<file path="config.mk">
export PLATFORM = sky130hd
export DESIGN_NAME = pba_arbiter
export DESIGN_NICKNAME = d
export VERILOG_FILES = /design/src/logic/pba_pkg.sv /design/src/logic/pba_pipe_track.sv /design/src/logic/pba_arbiter.sv
export VERILOG_INCLUDE_DIRS = /design/src /design/src/logic
export SDC_FILE = /design/constraint.sdc
export NUM_CORES = 1
export LEC_CHECK = 0
export ABC_AREA = 1
export BUFFER_PORTS_ARGS = -buffer_cell sky130_fd_sc_hd__buf_2
export CORE_MARGIN = 3
export CORE_UTILIZATION = 30
export CTS_CLUSTER_DIAMETER = 80
export CTS_CLUSTER_SIZE = 12
export DETAILED_ROUTE_END_ITERATION = 8
export PLACE_DENSITY = 0.55
export RECOVER_POWER = 100
export SYNTH_ARGS = -nofsm -noshare
export SYNTH_HDL_FRONTEND = slang
export SYNTH_SLANG_ARGS = --single-unit
</file>
<file path="constraint.sdc">
create_clock -name clock -period 1.8 [get_ports clock]
set_input_delay 0.27 -clock clock [delete_from_list [all_inputs] [get_ports clock]]
set_output_delay 0.27 -clock clock [all_outputs]
set_load 0.1 [all_outputs]
</file>
<file path="src/logic/pba_defines.svh">
`ifndef PBA_DEFINES_SVH
`define PBA_DEFINES_SVH

// number of shared contention lines and the index of the "more steps" line
`define PBA_LINES 4
`define PBA_WAIT_LINE 3
// width of the count setting and the last time-step index it can select
`define PBA_CNT_W 4
`define PBA_LAST_STEP 4'hf
// drive setting width, grant queue depth and request pipeline depth
`define PBA_DRV_W 2
`define PBA_GQ_DEPTH 4
`define PBA_PIPE_DEPTH 3
// reset values of the contention drive and the step counter
`define PBA_OE_RESET 4'h0
`define PBA_STEP_RESET 4'h0

`endif

</file>
<file path="src/logic/pba_pkg.sv">
package pba_pkg;

  typedef enum logic [1:0] {
    PBA_IDLE = 2'b00, // not part of the current time-slice
    PBA_HOLD = 2'b01, // joined, waiting for own interval on the wait line
    PBA_BID = 2'b10, // driving the selected low-order line
    PBA_DONE = 2'b11 // placed in the grant queue this time-slice
  } pba_arb_state_type;

  typedef logic [3:0] pba_count_type;
  typedef logic [1:0] pba_drive_type;

endpackage : pba_pkg

</file>
<file path="src/logic/pba_pipe_track.sv">
`timescale 1ns/10ps
`include "pba_defines.svh"

// three-slot pipeline tracker: slot index 0 is the oldest request
module pba_pipe_track #(
  parameter int DEPTH = `PBA_PIPE_DEPTH
) (
  input wire logic clock, // system clock
  input wire logic rst_n, // async reset, active low
  input wire logic push, // a request packet enters the pipeline
  input wire logic push_mine, // the entering request is ours
  input wire logic pop, // reply received for the oldest slot
  input wire logic rotate, // deferral seen: oldest moves to the end
  output logic [1:0] count_reg, // occupied slots
  output logic head_mine_reg // oldest slot holds our request
);
  logic [DEPTH-1:0] mine_reg;
  logic [DEPTH-1:0] mine_next;
  logic [DEPTH-1:0] shifted;
  logic [1:0] count_next;
  logic [1:0] base;
  logic do_rot;

  // a completing reply beats a deferral of the same slot
  assign do_rot = rotate && !pop && (count_reg != 2'h0);
  assign base = pop ? count_reg - 2'h1 : count_reg;
  assign count_next = push ? base + 2'h1 : base;

  genvar i;
  generate
    for (i = 0; i < DEPTH; i++)
    begin : g_slot
      always_comb
      begin
        if (pop || do_rot)
        begin
          if (i == DEPTH - 1)
            shifted[i] = 1'b0;
          else
            shifted[i] = mine_reg[(i + 1) % DEPTH];
          if (do_rot && (i == int'(count_reg) - 1))
            shifted[i] = mine_reg[0];
        end
        else
        begin
          shifted[i] = mine_reg[i];
        end
        if (push && (i == int'(base)))
          mine_next[i] = push_mine;
        else
          mine_next[i] = shifted[i];
      end
    end
  endgenerate

  always_ff @(posedge clock or negedge rst_n)
  begin
    if (!rst_n)
    begin
      mine_reg <= '0;
      count_reg <= 2'h0;
      head_mine_reg <= 1'b0;
    end
    else
    begin
      mine_reg <= mine_next;
      count_reg <= count_next;
      head_mine_reg <= mine_next[0] && (count_next != 2'h0);
    end
  end

endmodule : pba_pipe_track

</file>
<file path="src/logic/pba_arbiter.sv">
`timescale 1ns/10ps
`include "pba_defines.svh"

// What this block does
// - new time-slice starts the cycle after all four lines read idle, at step zero
// - bid only in the interval equal to the count setting
// - per interval, line 0 enters the grant queue first, then 1, then 2
// - keep the low-order line asserted until placed in the queue, then release
// - nonzero count asserts line 3 first, switches to low line at own interval
// - an interval ends only when all its bidders are queued
// - an interval with no bidders passes empty; count advances
// - request arriving after the slice's first cycle waits for the next slice
// - with a full queue the winner keeps its line until an entry frees
// - line 3 drops once every joined agent is placed or bidding
// - slice ends when all lines idle; pending requests start a new slice
// - grant queue head moves first-in first-out into the next free slot
// - track three pipeline slots, freed when the matching reply arrives
// - slot 1 oldest; on completion entries shift down, vacancy at slot 3
// - replies answer slot 1 in order unless deferred
// - on deferral, every agent moves slot 1 to the last occupied slot
// - drive deferral only as the server owing the slot 1 reply
// - four-entry queue; while full, arbitration freezes and the step stretches
// - four-bit count picks one of sixteen steps; drive picks lines 0 to 2
// - queue head with under three outstanding takes the bus before replies
// - reply takes the bus when pipeline full, or queue empty and pipeline not empty
module pba_arbiter
  import pba_pkg::*;
(
  input wire logic clock, // 200 MHz system clock
  input wire logic rst_n, // async reset, active low
  input wire logic bus_req, // pulse: local side needs a bus request
  input wire pba_pkg::pba_count_type count_setting, // interval to bid in
  input wire pba_pkg::pba_drive_type drive_setting, // low-order line 0..2
  input wire logic [3:0] contention_lines_in_n, // wire level, low = asserted
  input wire logic reply_deferral_signal_in_n, // wire level, low = asserted
  input wire logic reply_done, // pulse: reply for slot 1 completed
  input wire logic defer_req, // local server wants to defer its reply
  input wire logic reply_owed, // local server owes the slot 1 reply
  output logic [3:0] contention_lines_out_n, // driven level, always low
  output logic [3:0] contention_lines_oe, // high while pulling a line low
  output logic reply_deferral_signal_out_n, // driven level, always low
  output logic reply_deferral_signal_oe, // high while asserting deferral
  output logic request_go, // pulse: our request packet takes the bus
  output logic reply_slot_open, // replies may take the next bus cycle
  output logic reply_due, // slot 1 holds our request
  output logic req_pending, // request waiting for the next slice
  output logic [2:0] gq_fill, // grant queue entries
  output logic [1:0] pipe_fill // outstanding transactions
);
  import pba_pkg::*;

  pba_arb_state_type state_reg;
  pba_arb_state_type state_next;
  logic [3:0] step_reg;
  logic [3:0] step_next;
  logic [3:0] lines_act;
  logic bus_idle;
  logic step_end;
  logic [1:0] win_idx;
  logic place;
  logic my_win;
  logic gq_full;
  logic gq_pop;
  logic [2:0] gq_wr;
  logic [2:0] gq_count_next;
  logic [`PBA_GQ_DEPTH-1:0] gq_mine_reg;
  logic [`PBA_GQ_DEPTH-1:0] gq_mine_next;
  logic [1:0] pipe_count;
  logic pipe_head_mine;
  logic deferral_seen;
  logic join_slice;
  logic [3:0] oe_next;

  assign lines_act = ~contention_lines_in_n;
  assign deferral_seen = !reply_deferral_signal_in_n;
  assign bus_idle = (lines_act == 4'h0);
  // an interval closes once no low-order line is held
  assign step_end = !bus_idle && (lines_act[2:0] == 3'h0);
  assign gq_full = (gq_fill == 3'(`PBA_GQ_DEPTH));

  // lowest asserted low-order line wins the interval
  always_comb
  begin
    if (lines_act[0])
      win_idx = 2'h0;
    else if (lines_act[1])
      win_idx = 2'h1;
    else
      win_idx = 2'h2;
  end

  // a full queue freezes placement, so every line stays as it is
  assign place = (lines_act[2:0] != 3'h0) && !gq_full;
  assign my_win = (state_reg == PBA_BID) && (win_idx == drive_setting);
  assign join_slice = bus_idle && req_pending;

  // state of this agent within the time-slice
  always_comb
  begin
    state_next = state_reg;
    if (bus_idle)
    begin
      if (!req_pending)
        state_next = PBA_IDLE;
      else if (count_setting == 4'h0)
        state_next = PBA_BID;
      else
        state_next = PBA_HOLD;
    end
    else
    begin
      unique case (state_reg)
        PBA_IDLE: state_next = PBA_IDLE;
        PBA_HOLD:
          if (step_end && (count_setting == step_reg + 4'h1))
            state_next = PBA_BID;
        PBA_BID:
          if (my_win && place)
            state_next = PBA_DONE;
        PBA_DONE: state_next = PBA_DONE;
      endcase
    end
  end

  always_comb
  begin
    if (bus_idle)
      step_next = `PBA_STEP_RESET;
    else if (step_end && (step_reg != `PBA_LAST_STEP))
      step_next = step_reg + 4'h1;
    else
      step_next = step_reg;
  end

  // line drive follows the next state so the wire moves with the state
  always_comb
  begin
    oe_next = 4'h0;
    if (state_next == PBA_HOLD)
      oe_next[`PBA_WAIT_LINE] = 1'b1;
    if (state_next == PBA_BID)
      oe_next[drive_setting] = 1'b1;
  end

  always_ff @(posedge clock or negedge rst_n)
  begin
    if (!rst_n)
    begin
      state_reg <= PBA_IDLE;
      step_reg <= `PBA_STEP_RESET;
      contention_lines_oe <= `PBA_OE_RESET;
      contention_lines_out_n <= 4'h0;
    end
    else
    begin
      state_reg <= state_next;
      step_reg <= step_next;
      contention_lines_oe <= oe_next;
      contention_lines_out_n <= 4'h0;
    end
  end

  // requests raised after the slice's first cycle wait; a new one wins a clear
  always_ff @(posedge clock or negedge rst_n)
  begin
    if (!rst_n)
      req_pending <= 1'b0;
    else
      req_pending <= bus_req || (req_pending && !join_slice);
  end

  // grant queue: every agent mirrors the order, marking its own entries
  assign gq_pop = (gq_fill != 3'h0) && (pipe_count < 2'(`PBA_PIPE_DEPTH));
  assign gq_wr = gq_pop ? gq_fill - 3'h1 : gq_fill;
  assign gq_count_next = place ? gq_wr + 3'h1 : gq_wr;

  genvar i;
  generate
    for (i = 0; i < `PBA_GQ_DEPTH; i++)
    begin : g_gq
      always_comb
      begin
        if (place && (i == int'(gq_wr)))
          gq_mine_next[i] = my_win;
        else if (gq_pop)
          gq_mine_next[i] = (i == `PBA_GQ_DEPTH - 1) ? 1'b0 :
            gq_mine_reg[(i + 1) % `PBA_GQ_DEPTH];
        else
          gq_mine_next[i] = gq_mine_reg[i];
      end
    end
  endgenerate

  always_ff @(posedge clock or negedge rst_n)
  begin
    if (!rst_n)
    begin
      gq_mine_reg <= '0;
      gq_fill <= 3'h0;
    end
    else
    begin
      gq_mine_reg <= gq_mine_next;
      gq_fill <= gq_count_next;
    end
  end

  pba_pipe_track #(
    .DEPTH(`PBA_PIPE_DEPTH)
  ) u_pipe (
    .clock(clock),
    .rst_n(rst_n),
    .push(gq_pop),
    .push_mine(gq_mine_reg[0]),
    .pop(reply_done),
    .rotate(deferral_seen),
    .count_reg(pipe_count),
    .head_mine_reg(pipe_head_mine)
  );

  // bus sequencing and deferral outputs
  always_ff @(posedge clock or negedge rst_n)
  begin
    if (!rst_n)
    begin
      request_go <= 1'b0;
      reply_slot_open <= 1'b0;
      reply_due <= 1'b0;
      pipe_fill <= 2'h0;
      reply_deferral_signal_oe <= 1'b0;
      reply_deferral_signal_out_n <= 1'b0;
    end
    else
    begin
      request_go <= gq_pop && gq_mine_reg[0];
      reply_slot_open <= (pipe_count == 2'(`PBA_PIPE_DEPTH)) ||
        ((gq_fill == 3'h0) && (pipe_count != 2'h0));
      reply_due <= pipe_head_mine;
      pipe_fill <= pipe_count;
      reply_deferral_signal_oe <= defer_req && reply_owed &&
        (pipe_count != 2'h0) && !reply_done;
      reply_deferral_signal_out_n <= 1'b0;
    end
  end
endmodule : pba_arbiter

</file>
==> run metrics, run 1 <==
count of hold-fix buffers inserted at cts=0; sequential share of the synthesized area=40.21%; clock skew=2.535 ps; Die ar.=7205 sq um; violations in the final reports=setup timing; number of clock sinks=30; part of the cycle the worst path needs=103.2%; synth top area cells=dfrtp_1 (40%), ha_1 (11%), nand2_1 (8.8%); GRT Util Overall=12.00%; worst-path maximum fanout=4; Filler cells=624; leading area contributor after synthesis=dfrtp_1; slowest cell delay on critical path=430 ps; Cell Area, Synth=1867 sq um; final setup violation count=1; maximum level of the CTS H-tree=2; total of max-cap violations=0; commonest non-fill, non-tap cell in the layout=nand2_1; Most Frequent Cell on Critical Path=ha_4; root buf cell=clkbuf_8; total area of sequential cells=759.5 sq um; synthesized area per cell=8.563 sq um; slew at the pin closest to its max-slew limit=772.6 ps; Placeable Area=5991 sq um; CP endpoint kind=flip-flop; area used by multi-input combinational logic=1055 sq um; leakage power=0.001265 uW; Iteration-0 DRC Markers=36; unrepaired setup endpoints after global routing=yes; number of hold-slack violations in the final timing report=0; Min Clock Period, post-route=1858 ps; DIE HEIGHT=84.89 microns; DP Worst Slack=-22.26 ps; Top Ports=36; distinct cell type count of the synthesized netlist=32; end of the worst register-to-register path=gq_mine_reg[3]$_DFFE_PN0P_; Detail Route Antenna Nets=0; Relative slew margins=48.49%; Final WS setup=-57.68 ps; CTS tree=done; final-stage net count=307; global-route wire length before repair=6775 microns; Final Max Tran Viols=0; post-synthesis instance total=218; Congestion Overflow GR=0; DP HPWL=3010 microns; worst reg-to-reg setup slack=-60 ps; number of placed instances, taps included=335; CTS buffer count=5; required time worst endpoint=1970 ps; synthesis-stage register bit count=30; largest net degree at the start of global routing=31; row cnt=28; clock insertion delay at the later pin of the skew report=280 ps; arrival time of data at the critical path endpoint=2030 ps; Detailed Route WL=4133 microns; slowest CP cell=dfrtp_4; Register-to-Register Path Depth=10; count of yosys warnings during synthesis=0; buffer levels on the longest clock path=2; via count of the first global-routing pass=1484; weighted congestion at the end of routability-driven global placement=0.7418; clock transition time at the flip-flop clock pins of the worst setup and hold paths=70 ps; routed wire length per instance=11.81 microns; Layout area overhead=32.98%; # diodes=0; f_max=538.3 MHz; initial core utilization=31.16%; Peak supply drop=0.7299 mV; count of port buffers added during placement=30; startpoint of the worst-slack reg-to-reg timing path=gq_fill[1]$_DFF_PN0_; total via count in the routed design=1546; Critical Path Source Type=flip-flop; Power Dens Cells=1977 nW/um^2; cell class contributing the biggest share of worst-path delay=adder cells; ordered cell list for the critical path=inv_4 > ha_4 > a21oi_4 > buf_6 > xor2_4 > ha_2 > ha_4 > nand2_2 > nand3_1 > o21ai_1; number of non-filler instances in the completed layout=350; fraction of final layout cells sized beyond drive strength 1=39.64%; number of antenna violations at the first check in global routing=0; commonest non-fill, non-tap cells in the layout=nand2_1 (43), buf_2 (29), inv_1 (27), dfrtp_1 (27), buf_4 (17); worst path bufs/invs=2; number of detailed-route iterations in the first pass=4; post-detailed-route DRC marker count=0; average via count per standard cell=4.417; Synth top area share=40.21%; type of the most critical hold path=input port to async pin; width of the die=84.89 microns; status=complete, but fails checks; start-to-end type of the worst setup path=flip-flop to flip-flop
==> worst max path at each step <==
| stage | from | end | slack, ps | cells after the start |
|---|---|---|---|---|
| after floorplan | gq_fill[0]$_DFF_PN0_ | gq_mine_reg[0]$_DFFE_PN0P_ | -170 | 10 |
| after global placement | gq_fill[1]$_DFF_PN0_ | gq_mine_reg[3]$_DFFE_PN0P_ | 30 | 10 |
| after detailed placement | gq_fill[1]$_DFF_PN0_ | gq_mine_reg[3]$_DFFE_PN0P_ | -20 | 10 |
| after CTS | gq_fill[1]$_DFF_PN0_ | gq_mine_reg[3]$_DFFE_PN0P_ | -20 | 10 |
| after global routing | gq_fill[1]$_DFF_PN0_ | gq_mine_reg[3]$_DFFE_PN0P_ | -180 | 10 |
| final | gq_fill[1]$_DFF_PN0_ | gq_mine_reg[3]$_DFFE_PN0P_ | -60 | 10 |
==> cell families after synthesis <==
logic type               after synthesis  synth area share [%]
AND/OR/NAND/NOR                       88                 23.46
buffers and inverters                 46                 11.33
flip-flops                            30                 40.21
AO/OA/AOI/OAI                         29                 9.384
adder cells (fa/ha/maj)               16                 10.72
XOR/XNOR                               6                 3.620
multiplexers                           2                 1.072
other                                  1                0.2009
==> where the power goes <==
group / switching [uW] / total, uW / leakage [uW] / internal, uW
clock: 284 / 591 / 0.0000472 / 307
combinational: 2070 / 3260 / 0.000839 / 1190
sequential: 136 / 1060 / 0.000380 / 920
==> cell usage after synthesis <==
| library cell | count |
|---|---|
| inv_2 | 8 |
| conb_1 | 1 |
| o31ai_1 | 1 |
| buf_4 | 6 |
| nand4_1 | 4 |
| inv_1 | 30 |
| o21ai_0 | 6 |
| a21oi_1 | 1 |
| nand2_4 | 3 |
| nand2_2 | 5 |
| dfrtp_1 | 30 |
| nor3_2 | 1 |
| bufinv_8 | 1 |
| nand3_4 | 1 |
| o21ai_1 | 11 |
| nor2_1 | 9 |
| o32ai_1 | 1 |
| inv_4 | 1 |
| mux2i_1 | 2 |
| o21a_1 | 1 |
| nor2_2 | 5 |
| a21oi_2 | 2 |
| o22ai_1 | 1 |
| xor2_1 | 1 |
| o211ai_1 | 4 |
| nand2_1 | 44 |
| xor2_2 | 2 |
| xnor2_1 | 3 |
| nand3_1 | 14 |
| o21bai_1 | 1 |
| ha_1 | 16 |
| nand3_2 | 2 |
==> area by class of cell <==
class	instances	share of cell area, %
clock inverters	2	0.5040
multi-input cells	146	42.49
inverters	40	6.905
flip-flops and latches	30	30.59
clock buffers	6	3.327
repair buffers	51	12.40
well taps	75	3.780
==> routing by layer <==
metal	vias to the layer above	part of all wire, %	GRT usage [%]
li1	792	-	-
met1	729	42	14.43
met2	19	54	20.85
met3	6	2.4	2.039
met4	0	1.7	5.612
met5	-	0	0
==> stage by stage <==
stage | hold WS, ps | instance area [sq um] | util [%] | TNS, ps | power [uW]
2_1_floorplan | -25.59 | 1944 | - | -792.8 | 3182
3_3_place_gp | 334.8 | 2245 | 37.47 | 0 | 3875
3_5_place_dp | 337.1 | 2245 | 37.47 | -22.26 | 3910
4_1_cts | 52.71 | 2395 | 39.97 | -19.56 | 4716
5_1_grt | 117.2 | 2482 | 41.44 | -549.9 | 5306
6_report | 46.73 | 2482 | 41.44 | -57.68 | 4907
==> what timing repair did <==
item,4_1_cts,5_1_grt
resized for setup,9,9
setup endpoints to repair,2,10
setup buffers,2,5
pin swaps,4,7
No activity file was read; power rests on OpenSTA's default activity.
==> run 2: changes to the inputs <==
Settings changed: CTS_BUF_LIST from default to sky130_fd_sc_hd__clkbuf_4.
==> run 2 against run 1 <==
  * Worst setup slack improved by 60 ps
  * Register-to-register slack improved by 60 ps
  * Via count rose by 1.4%
  * Hold slack improved by 91 ps
  * First-iteration DRC count rose by 36%
  * Critical path type unchanged
  * Sequential share of layout area rose by 0.39 points
  * The run now ends clean
  * Count of clock-buffer cells in the layout fell by 1
  * Clock power fell by 31%
==> run metrics, run 2 (synthesis gave the netlist of run 1 again) <==
status=finished, final reports clean; number of antenna violations at the first check in global routing=0 (unchanged); number of clock sinks=30 (unchanged); Critical Path Source Type=flip-flop; start-to-end type of the worst setup path=flip-flop to flip-flop; initial core utilization=31.16% (unchanged); CTS tree=done; average via count per standard cell=4.464 (+1.1%); maximum level of the CTS H-tree=2 (unchanged); CP endpoint kind=flip-flop; via count of the first global-routing pass=1476 (-0.54%); Finished Cell Area=2451 sq um (-1.3%); timing startpoint of the critical path=gq_fill[1]$_DFF_PN0_; utilization after layout=40.91% (-0.52 points); routed wire length per instance=11.69 microns (-1.0%); Relative slew margins=49.46% (+0.97 points); root buf cell=clkbuf_4; Filler cells=632 (+1.3%); Congestion Overflow GR=0 (unchanged); placed cell area=2245 sq um (unchanged); area used by multi-input combinational logic=1055 sq um (unchanged); total via count in the routed design=1567 (+1.4%); origin of the worst min-delay path=reply_owed; largest net degree at the start of global routing=31 (unchanged); Layout area overhead=31.30%; buffer levels on the longest clock path=2 (unchanged); Final WS setup=2.488 ps (+60.17 ps); total of max-cap violations=0 (unchanged); part of the cycle the worst path needs=99.86% (-3.3 points); leakage power=0.001251 uW (-1.1%); startpoint of the worst-slack reg-to-reg timing path=gq_fill[1]$_DFF_PN0_; GRT Util Overall=11.86% (-0.14 points); clock skew=8.106 ps (+5.570 ps); total area of sequential cells=759.5 sq um (unchanged); commonest non-fill, non-tap cells in the layout=nand2_1 (43), buf_2 (29), inv_1 (27), dfrtp_1 (27), buf_4 (17); number of detailed-route iterations in the first pass=4 (unchanged); clock transition time at the flip-flop clock pins of the worst setup and hold paths=110 ps (+40 ps); final setup violation count=0 (-1); f_max=556.3 MHz (+3.3%); Top Ports=36 (unchanged); Placeable Area=5991 sq um (unchanged); DP HPWL=3010 microns (unchanged); width of the die=84.89 microns (unchanged); Detail Route Antenna Nets=0 (unchanged); Die ar.=7205 sq um (unchanged); number of hold-slack violations in the final timing report=0 (unchanged); CTS buffer count=5 (unchanged); Iteration-0 DRC Markers=49 (+36%); arrival time of data at the critical path endpoint=2030 ps (about the same); unrepaired setup endpoints after global routing=yes; worst-path maximum fanout=4 (unchanged); ordered cell list for the critical path=inv_4 > ha_4 > a21oi_4 > buf_6 > xor2_4 > ha_2 > ha_4 > nand2_2 > nand3_1 > o21ai_1; required time worst endpoint=2030 ps (+60 ps); slew at the pin closest to its max-slew limit=758.0 ps (-14.59 ps); count of port buffers added during placement=30 (unchanged); Detailed Route WL=4103 microns (-0.73%); weighted congestion at the end of routability-driven global placement=0.7418 (unchanged); Peak supply drop=0.7242 mV (-0.78%); power consumption=4723 uW (-3.8%); final-stage net count=308 (+0.33%); worst path bufs/invs=2 (unchanged); slowest cell delay on critical path=440 ps (about the same); commonest non-fill, non-tap cell in the layout=nand2_1; Most Frequent Cell on Critical Path=ha_4; cell class contributing the biggest share of worst-path delay=adder cells; Power Dens Cells=1927 nW/um^2 (-2.5%); slowest CP cell=dfrtp_4; fraction of final layout cells sized beyond drive strength 1=39.13% (-0.51 points); Min Clock Period, post-route=1798 ps (-60.17 ps); Final Max Tran Viols=0 (unchanged); global-route wire length before repair=6741 microns (-0.50%); type of the most critical hold path=input port to flip-flop; DP Worst Slack=-22.26 ps (unchanged); row cnt=28 (unchanged); post-detailed-route DRC marker count=0 (unchanged); setup total negative slack=0 ps (+57.68 ps); # diodes=0 (unchanged); clock insertion delay at the later pin of the skew report=340 ps (+60 ps); DIE HEIGHT=84.89 microns (unchanged)
==> run 2: cell count changes in the layout (fill, tap and decap cells not counted), sizes merged <==
cell         delta
clkinv          +1
dlygate4sd3     +1
clkbuf          -1
==> run 2: timing repair <==
action	CTS	global route
hold buffers	1	0
setup endpoints to repair	4	10
hold endpoints to repair	30	0
gates resized for setup	8	11
setup buffers	2	5
pin swaps	3	8
==> run 2: cell type report <==
class	instances	share of cell area, %
multi-input cells	146	43.03
flip-flops and latches	30	30.99
repair buffers	52	12.97
inverters	40	6.993
well taps	75	3.828
clock buffers	5	1.531
clock inverters	3	0.6636
==> run 2: power by group <==
group / leakage, uW / total, uW / internal, uW / switching (uW)
clock network: 0.0000286 / 406 / 145 / 261
registers: 0.000380 / 1050 / 918 / 135
logic: 0.000843 / 3260 / 1190 / 2080
total: 0.00125 / 4720 / 2250 / 2470
==> run 2: worst paths after layout <==
kind / endpoint / cells past startpoint / slack [ps]
min reg2reg: reply_due$_DFF_PN0_ / 0 / 360
min: reply_deferral_signal_oe$_DFF_PN0_ / 3 / 140
max: gq_mine_reg[3]$_DFFE_PN0P_ / 10 / 2
max reg2reg: gq_mine_reg[3]$_DFFE_PN0P_ / 10 / 2
max in group asynchronous: gq_fill[1]$_DFF_PN0_ / 2 / 720
min in group asynchronous: reply_slot_open$_DFF_PN0_ / 2 / 530
==> run 2: per-stage QoR <==
stage,instances,hold WS [ps]
detailed placement,335,337.1
floorplan,222,-25.59
global route,351,148.0
global placement,335,334.8
finish,351,138.1
CTS,346,127.3
==> run 2: metal layers <==
metal | share of wire [%] | GRT usage, %
met4 | 1.7 | 5.612
met1 | 44 | 14.37
met3 | 2.5 | 1.748
met2 | 52 | 20.64
met5 | 0 | 0
==> run 2: tightest hold or removal path: cells and delay by family <==
| kind | cells | cell delay (ps) |
|---|---|---|
| buf+inv | 1 | 100 |
| simple gates | 2 | 90 |
